$ cat src/core/scd_pkg.sv
// Summary of operation
// - Instruction clock is the selected system clock divided by three, always running.
// - One instruction clock period forms exactly one machine cycle.
// - Mode bits 3:2 set each phase to 1, 2, 4 or 8 source ticks, dividing the source by 2, 4, 8 or 16.
// - Mode bit 0 set picks ring oscillator; bit 0 clear picks main input, whatever bit 1 holds.
// - After reset the system clock is the ring oscillator divided by sixteen.
// - Main input may be any external source; ring clock only from internal oscillator.
package scd_pkg;

  // ----------------------------------------------------------------
  // Register map
  // ----------------------------------------------------------------
  localparam logic [11:0] SCD_MODE_OFFSET = 12'h000;
  localparam logic [11:0] SCD_STATUS_OFFSET = 12'h004;

  // ----------------------------------------------------------------
  // Mode field layout and reset value
  // ----------------------------------------------------------------
  localparam int SCD_MODE_W = 4;
  localparam int SCD_SRC_BIT = 0;
  localparam int SCD_DIV_LSB = 2;
  localparam logic [3:0] SCD_MODE_RESET = 4'hd;

  // ----------------------------------------------------------------
  // Timing counts
  // ----------------------------------------------------------------
  localparam int SCD_INSTR_DIV = 3;
  localparam int SCD_CLK_MHZ = 50;
  localparam int SCD_RING_TICK_CYCLES = 4;

  // Index of the last source tick in a system clock phase (ratio minus one) for a 2-bit ratio code
  function automatic logic [2:0] scd_ratio_last(input logic [1:0] code);
    case (code)
      2'b00: scd_ratio_last = 3'h0;
      2'b01: scd_ratio_last = 3'h1;
      2'b10: scd_ratio_last = 3'h3;
      default: scd_ratio_last = 3'h7;
    endcase
  endfunction

endpackage

$ cat src/core/scd_ring_osc.sv
`timescale 1ns/1ps
// ----------------------------------------------------------------
// On-chip oscillator model: a free tick divider off the system clk
// ----------------------------------------------------------------
module scd_ring_osc import scd_pkg::*; #(
  parameter int TICK_CYCLES = SCD_RING_TICK_CYCLES
) (
  input wire logic clk,
  input wire logic arst_n,
  output logic ring_tick
);

  logic [7:0] cnt_reg;

  // Tick once every TICK_CYCLES clocks; internal only, no pin feeds it
  always_ff @(posedge clk or negedge arst_n) begin
    if (!arst_n) begin
      cnt_reg <= 8'h00;
      ring_tick <= 1'b0;
    end else begin
      ring_tick <= (cnt_reg == 8'(TICK_CYCLES - 1));
      cnt_reg <= (cnt_reg == 8'(TICK_CYCLES - 1)) ? 8'h00 : cnt_reg + 8'h01;
    end
  end

endmodule // scd_ring_osc

$ cat src/core/scd_instr_div.sv
`timescale 1ns/1ps
// ----------------------------------------------------------------
// Divide system clock ticks by three into instruction clock ticks
// ----------------------------------------------------------------
module scd_instr_div import scd_pkg::*; (
  input wire logic clk,
  input wire logic arst_n,
  input wire logic sys_tick,
  output logic instr_tick,
  output logic instr_clk
);

  logic [1:0] phase_reg;

  // Runs for every source and ratio, never gated by mode
  always_ff @(posedge clk or negedge arst_n) begin
    if (!arst_n) begin
      phase_reg <= 2'h0;
      instr_tick <= 1'b0;
      instr_clk <= 1'b0;
    end else begin
      instr_tick <= 1'b0;
      if (sys_tick) begin
        if (phase_reg == 2'(SCD_INSTR_DIV - 1)) begin
          phase_reg <= 2'h0;
          instr_tick <= 1'b1;
        end else begin
          phase_reg <= phase_reg + 2'h1;
        end
        instr_clk <= (phase_reg == 2'(SCD_INSTR_DIV - 1));
      end
    end
  end

endmodule // scd_instr_div

$ cat src/core/scd_top.sv
`timescale 1ns/1ps
// ----------------------------------------------------------------
// System clock select and divide, with APB register access
// ----------------------------------------------------------------
module scd_top import scd_pkg::*; #(
  parameter int RING_TICK_CYCLES = SCD_RING_TICK_CYCLES
) (
  input wire logic clk,
  input wire logic arst_n,
  input wire logic main_osc_input,
  input wire logic psel,
  input wire logic penable,
  input wire logic pwrite,
  input wire logic [11:0] paddr,
  input wire logic [31:0] pwdata,
  output logic [31:0] prdata,
  output logic pready,
  output logic pslverr,
  output logic system_clock,
  output logic sys_tick,
  output logic instr_tick,
  output logic instr_clk
);

  // ----------------------------------------------------------------
  // Registers and internal state
  // ----------------------------------------------------------------
  logic [3:0] clock_mode_reg;
  logic [3:0] applied_mode_reg;
  logic [2:0] src_cnt_reg;
  logic ring_tick;
  logic raw_tick;
  logic align_reg;
  logic src_tick;
  logic phase_end;
  logic wr_hit;
  logic rd_go;

  // ----------------------------------------------------------------
  // Source ticks
  // ----------------------------------------------------------------
  scd_ring_osc #(
    .TICK_CYCLES(RING_TICK_CYCLES)
  ) u_ring (
    .clk(clk),
    .arst_n(arst_n),
    .ring_tick(ring_tick)
  );

  // Bit 0 alone picks the ring; bit 1 does not matter
  assign raw_tick = applied_mode_reg[SCD_SRC_BIT] ? ring_tick : main_osc_input;

  // The first tick of a new source may come at any point of its period, so it is dropped
  assign src_tick = raw_tick && !align_reg;

  // Set on a real mode change, cleared by the first raw tick of the new source
  always_ff @(posedge clk or negedge arst_n) begin
    if (!arst_n) begin
      align_reg <= 1'b0;
    end else if (phase_end && system_clock && (clock_mode_reg != applied_mode_reg)) begin
      align_reg <= 1'b1;
    end else if (raw_tick) begin
      align_reg <= 1'b0;
    end
  end

  // Last source tick of one system clock phase
  assign phase_end = src_tick &&
    (src_cnt_reg == scd_ratio_last(applied_mode_reg[SCD_DIV_LSB +: 2]));

  // ----------------------------------------------------------------
  // Divider and system clock
  // ----------------------------------------------------------------
  // Count source ticks; each phase of system_clock lasts ratio ticks
  always_ff @(posedge clk or negedge arst_n) begin
    if (!arst_n) begin
      src_cnt_reg <= 3'h0;
    end else if (phase_end) begin
      src_cnt_reg <= 3'h0;
    end else if (src_tick) begin
      src_cnt_reg <= src_cnt_reg + 3'h1;
    end
  end

  // Toggle at each phase end; a rising toggle is one system clock tick
  always_ff @(posedge clk or negedge arst_n) begin
    if (!arst_n) begin
      system_clock <= 1'b0;
      sys_tick <= 1'b0;
    end else begin
      sys_tick <= phase_end && !system_clock;
      if (phase_end) begin
        system_clock <= !system_clock;
      end
    end
  end

  // New mode only takes over at the end of a high phase, so no phase is cut short
  always_ff @(posedge clk or negedge arst_n) begin
    if (!arst_n) begin
      applied_mode_reg <= SCD_MODE_RESET;
    end else if (phase_end && system_clock) begin
      applied_mode_reg <= clock_mode_reg;
    end
  end

  // ----------------------------------------------------------------
  // Instruction clock
  // ----------------------------------------------------------------
  scd_instr_div u_instr (
    .clk(clk),
    .arst_n(arst_n),
    .sys_tick(sys_tick),
    .instr_tick(instr_tick),
    .instr_clk(instr_clk)
  );

  // ----------------------------------------------------------------
  // APB slave: one wait state, pready pulses for one cycle
  // ----------------------------------------------------------------
  assign wr_hit = psel && penable && !pready && pwrite && (paddr == SCD_MODE_OFFSET);
  assign rd_go = psel && penable && !pready;

  // Mode register; the ring always runs, so software can pick it at any time
  always_ff @(posedge clk or negedge arst_n) begin
    if (!arst_n) begin
      clock_mode_reg <= SCD_MODE_RESET;
    end else if (wr_hit) begin
      clock_mode_reg <= pwdata[SCD_MODE_W-1:0];
    end
  end

  // Answer with read data and error in the same registered cycle
  always_ff @(posedge clk or negedge arst_n) begin
    if (!arst_n) begin
      pready <= 1'b0;
      pslverr <= 1'b0;
      prdata <= 32'h0000_0000;
    end else begin
      pready <= rd_go;
      pslverr <= 1'b0;
      prdata <= 32'h0000_0000;
      if (rd_go) begin
        case (paddr)
          SCD_MODE_OFFSET: prdata <= pwrite ? 32'h0000_0000 : {28'h0000000, clock_mode_reg};
          SCD_STATUS_OFFSET: begin
            prdata <= pwrite ? 32'h0000_0000 : {28'h0000000, applied_mode_reg};
            pslverr <= pwrite; // Status is read only
          end
          default: pslverr <= 1'b1;
        endcase
      end
    end
  end

endmodule // scd_top

$ cat config.mk
export PLATFORM = sky130hd
export DESIGN_NAME = scd_top
export DESIGN_NICKNAME = d
export VERILOG_FILES = /design/src/core/scd_pkg.sv /design/src/core/scd_ring_osc.sv /design/src/core/scd_instr_div.sv /design/src/core/scd_top.sv
export SDC_FILE = /design/constraint.sdc
export NUM_CORES = 1
export LEC_CHECK = 0
export BUFFER_PORTS_ARGS = -buffer_cell sky130_fd_sc_hd__buf_2
export CORE_MARGIN = 2
export CORE_UTILIZATION = 48
export CTS_CLUSTER_DIAMETER = 30
export DETAILED_ROUTE_END_ITERATION = 8
export PLACE_DENSITY = 0.84
export SETUP_SLACK_MARGIN = 0.2
export SLEW_MARGIN = 15
export SYNTH_ARGS = -nofsm -noshare
export SYNTH_HDL_FRONTEND = slang
export SYNTH_SLANG_ARGS = --single-unit
$ cat constraint.sdc
create_clock -name clk -period 3.6 [get_ports clk]
set_clock_uncertainty 0.15 [all_clocks]
set_input_delay 0.18 -clock clk [delete_from_list [all_inputs] [get_ports clk]]
set_output_delay 0.18 -clock clk [all_outputs]
set_load 0.005 [all_outputs]
Yosys cells after proc, flatten, opt, wreduce, memory -nomap -nowiden
Cells that the tools add are included.
{"block": "classes", "mux": 16, "n_reduce_logical": 16, "add_sub_neg": 3, "eq_ne": 7}
{"cell": "12-bit by 3-bit == test with 1-bit output (second input constant)", "n": 1}
{"cell": "12-bit zero test", "n": 1}
{"cell": "4-bit two-way mux", "n": 3}
{"cell": "1-bit logical AND", "n": 9}
{"cell": "3-bit case mux with 3 select lines", "n": 1}
{"cell": "8-bit by 1-bit adder with 8-bit output (second input constant)", "n": 1}
{"cell": "8-bit by 2-bit == test with 1-bit output (second input constant)", "n": 1}
{"cell": "8-bit two-way mux", "n": 1}
{"cell": "4-bit case mux with 2 select lines", "n": 1}
{"cell": "1-bit two-way mux", "n": 6}
{"cell": "3-bit two-way mux", "n": 2}
{"cell": "2-bit == test (second input constant)", "n": 2}
{"cell": "4-bit != test", "n": 1}
{"cell": "2-bit nonzero test", "n": 2}
{"cell": "3-bit by 1-bit adder with 3-bit output (second input constant)", "n": 1}
{"cell": "3-bit == test", "n": 1}
{"cell": "1-bit zero test", "n": 3}
{"cell": "2-bit by 1-bit adder with 2-bit output (second input constant)", "n": 1}
{"cell": "2-bit by 1-bit == test with 1-bit output (second input constant)", "n": 1}
{"cell": "2-bit zero test", "n": 1}
{"cell": "2-bit two-way mux", "n": 1}
{"cell": "1-bit case mux with 2 select lines", "n": 1}
{"block": "word_totals", "inputBits": 50, "reg_bits": 61, "word_cells": 56, "output_inout_bits": 38}

Depth between registers and ports, before layout
{"block": "depth", "ltp_word": 7, "depth_mapped": 4, "ltp_nobuf": 4}

Modules after synthesis
Synthesis repeated with hierarchy kept, for this count alone.
{"block": "hier_totals", "hier_cells": 148, "area_unflattened_um2": 1731.7}
{"module": "scd_top", "instances": 1, "seq_area_each_um2": 508.0, "area_per_inst_um2": 1197.4, "cells_per_inst": 107}
{"module": "scd_ring_osc", "instances": 1, "seq_area_each_um2": 225.2, "area_per_inst_um2": 384.1, "cells_per_inst": 30}
{"module": "scd_instr_div", "instances": 1, "seq_area_each_um2": 100.1, "area_per_inst_um2": 150.1, "cells_per_inst": 11}

Worst setup path after synthesis
OpenSTA, ideal clock, no wires.
{"block": "synth_timing", "path_kind": "register to register", "start": "register applied_mode_reg[2]", "end": "register applied_mode_reg[1]", "t_required_ps": 3325, "n_path_buf": 0, "setup_ps": 125, "stages_incl_launch_ff": 5, "synth_period_minus_slack_ps": 1844, "path_slack_ps": 1756, "t_arrival_ps": 1569, "path_cell_list": "dfstp_2 or4_4 a21oi_4 o211ai_4 mux2_4"}
{"block": "synth_via", "elab_chain_cells": 5, "elab_cells_between_ends": 7, "classes_between": "3 x eq/ne; 1 x mux; 3 x reduce/logical"}
{"item": "start, declared", "line_no": "scd_top.sv:29", "text": "logic [3:0] applied_mode_reg;"}
{"item": "start signal, assigned", "line_no": "scd_top.sv:103", "text": "applied_mode_reg <= clock_mode_reg;"}
{"item": "2-bit == test, or another cell as far along", "line_no": "scd_pkg.sv:33", "text": "case (code)"}
{"item": "3-bit case mux with 3 select lines *", "line_no": "scd_pkg.sv:33"}
{"item": "3-bit == test *", "line_no": "scd_top.sv:69", "text": "(src_cnt_reg == scd_ratio_last(applied_mode_reg[SCD_DIV_LSB +: 2]));"}
{"item": "1-bit logical AND *", "line_no": "scd_top.sv:68", "text": "assign phase_end = src_tick &&"}
{"item": "1-bit logical AND *", "line_no": "scd_top.sv:102", "text": "end else if (phase_end && system_clock) begin"}
Mark *: on every way between the ends. The rest lies on a longest branch, timed or not.
A chain may end at the register's enable or synchronous reset.

Final worst setup path
Ends and elaborated chain as after synthesis.

==> flow_summary.toml <==
[logic_synthesis]
yosysWarnings = 0
ys_ff_latch = 33
yosys.area.top_type = "dfrtp_1"
seq_area_frac_synth_pct = 49.22
synth_flop_cell = "dfrtp_1"
syn_inst = 148
synth_xor_area_share_pct = 5.691
synth_compound_area_share_pct = 6.578
yosys-mux-area-fraction_pct = 9.756
synthSimpleGateAreaFrac_pct = 13.97
synthAdderAreaFrac_pct = 1.478
synth_top_family_by_area = "simple AND/OR/NAND/NOR gates"
synth_area_leaders = "dfrtp_1 40%, buf_4 12%, dfstp_2 9.3%"
synth_cell_types = 35
synth_edf_count = 0
syn-cell-area_um2 = 1693
synth-async-reset-ratio_pct = 100.0
synth_top_area_share_pct = 39.91
syn_avg_cell_area_um2 = 11.44

[floorplanning]
core_area_um2 = 3363
ios = 88
dieArea_um2 = 4018
fp.dieH_um = 63.39
start_util_pct = 50.33
rows = 21
die_w_um = 63.39

[routing]
vias_per_cell = 4.685
antenna_left = 0
routed_wl_mm = 2.693
dr.pass1.iters = 4
drcViolationCount = 0
vias = 1115
avgRoutedWirePerCell_um = 11.32
drt-initial-drc-count = 47

[finish]
layout_common_cells = "31 x buf_2, 28 x conb_1, 27 x dfrtp_1"
fin_nets = 243
layout_commonest_cell = "buf_2"
utilization_pct = 57.92
fillers = 293
largest_register_ffs = 8
drive_above_1_share_pct = 30.73
diodes = 0
area_growth_pct = 15.08

[pwr]
internal_power_uw = 637.5
pwr_density_cell_nw_per_um2 = 443.1
clockPowerShare_pct = 33.6
swShare_pct = 26.15
p_comb_share_pct = 16.4
switchingPower_uw = 225.7
power_leakage_uw = 0.001009
ir_drop_v = 0.0003448
seq_power_share_pct = 50.0

[cts]
cts_tree = "done"
numCtsBuffers = 5
htree_levels = 2
clock_sinks = 33
path_clk_slew_ps = 110
clk_latency_ps = 350
clockBufferDepth = 2
clock-root-buffer = "clkbuf_4"

[place]
dp_hpwl_mm = 1.957
io_buffers = 31
place_congestion = 0.6932

[sta]
finalMaxSlewViolations = 0
final_hold_viol_count = 0
worstMarginPinSlew_ps = 709.7
finalSetupTns_ps = 0
period_share_pct = 54.58
fmax_mhz = 508.9
period_needed_ps = 1965
setup_viol = 0
holdWs_ps = 12.75
grt_setup_unrepaired = "false"
slew_headroom_pct = 52.69

[min_path]
holdPathStages = 2
hold_path.class = "in -> reg"

[critical_path]
start_kind = "flop"
crit_required_ps = 3690
reg2reg_depth = 4
cp-end-kind = "flop"
cp.arrival_ps = 2060
worstPathMaxFanout = 6
path_class = "reg -> reg"

[run_status]
outcome = "finished clean"

[global_routing]
grt_overflow = 0
grt_pass1_wl_mm = 4.871
grt_pass1_vias = 1095
grt_max_degree = 34
grt.total_usage_pct = 15.79
grt_antenna_before_repair = 0

[job]
max_cap_viol_count = 0
==> stage by stage <==
| stage | total power [uW] | setup WS [ps] | instances | instance area, um2 |
|---|---|---|---|---|
| after detailed placement | 574.5 | 1564 | 223 | 1793 |
| after global placement | 570.1 | 1628 | 223 | 1793 |
| after global routing | 912.8 | 1531 | 238 | 1948 |
| final | 863.1 | 1635 | 238 | 1948 |
| after CTS | 868.4 | 1640 | 238 | 1948 |
| after floorplan | 548.8 | 1756 | 175 | 1794 |
==> area by class of cell <==
class                      instances  area (um2)  area share (%)
clock buffer                       7       55.05           2.826
clock inverter                     1       30.03           1.541
inverter                           2       7.507          0.3854
multi-input combinational        111       739.5           37.96
sequential                        33       833.3           42.77
tap                               46       57.56           2.954
timing repair buffer              38       225.2           11.56
==> what timing repair did <==
item                      4_1_cts  5_1_grt
hold buffers                    7        0
buffers inserted                0        0
hold endpoints to repair       36        0
resized for setup               0        0
==> cells by family after synthesis <==
family | Yosys count
AOI/OAI and AO/OA | 12
xor gates and xnor gates | 11
adders and majority gates | 2
buffers and inverters | 31
DFF | 33
muxes | 14
other | 1
and+or+nand+nor | 44
==> final timing paths <==
check / start / end / slack (ps)
max: applied_mode_reg[2] / applied_mode_reg[1] / 1640
min: penable / pready / 10
max reg2reg: applied_mode_reg[2] / applied_mode_reg[1] / 1640
min reg2reg: u_instr.phase_reg[0] / u_instr.instr_tick / 300
max in group asynchronous: arst_n / src_cnt_reg[2] / 2570
min in group asynchronous: arst_n / pslverr / 260
==> cell usage after synthesis, types with 3 or more instances <==
master   number
and3_1        3
buf_4        28
dfrtp_1      27
dfstp_2       6
mux2_2        4
mux2_4        4
mux2i_1       6
nand2_1       6
nand3_1       5
nor2_1       11
nor4_1        4
o21ai_0       3
or2_2         3
xnor2_1       6
xor2_1        5
==> routing by layer <==
layer	GRT usage (%)	vias up	part of all wire, %
met4	7.880	0	1.9
met2	25.79	27	52
met1	18.81	550	43
met3	4.821	5	3.9
met5	0	-	0
li1	-	533	-
==> power by group through the flow <==
stage | logic (uW) | registers [uW] | clock network (uW)
final | 141 | 432 | 290
after global routing | 158 | 438 | 317
after CTS | 142 | 432 | 294
after detailed placement | 136 | 439 | 0
after global placement | 133 | 437 | 0
after floorplan | 114 | 435 | 0
==> worst max-delay path, stage by stage (launching register included) <==
cell and delay [ps]:
dfstp_2 420, or4_4 550, a21oi_4 240, o211ai_4 170, mux2_4 340
(Power assumes the default switching activity.)
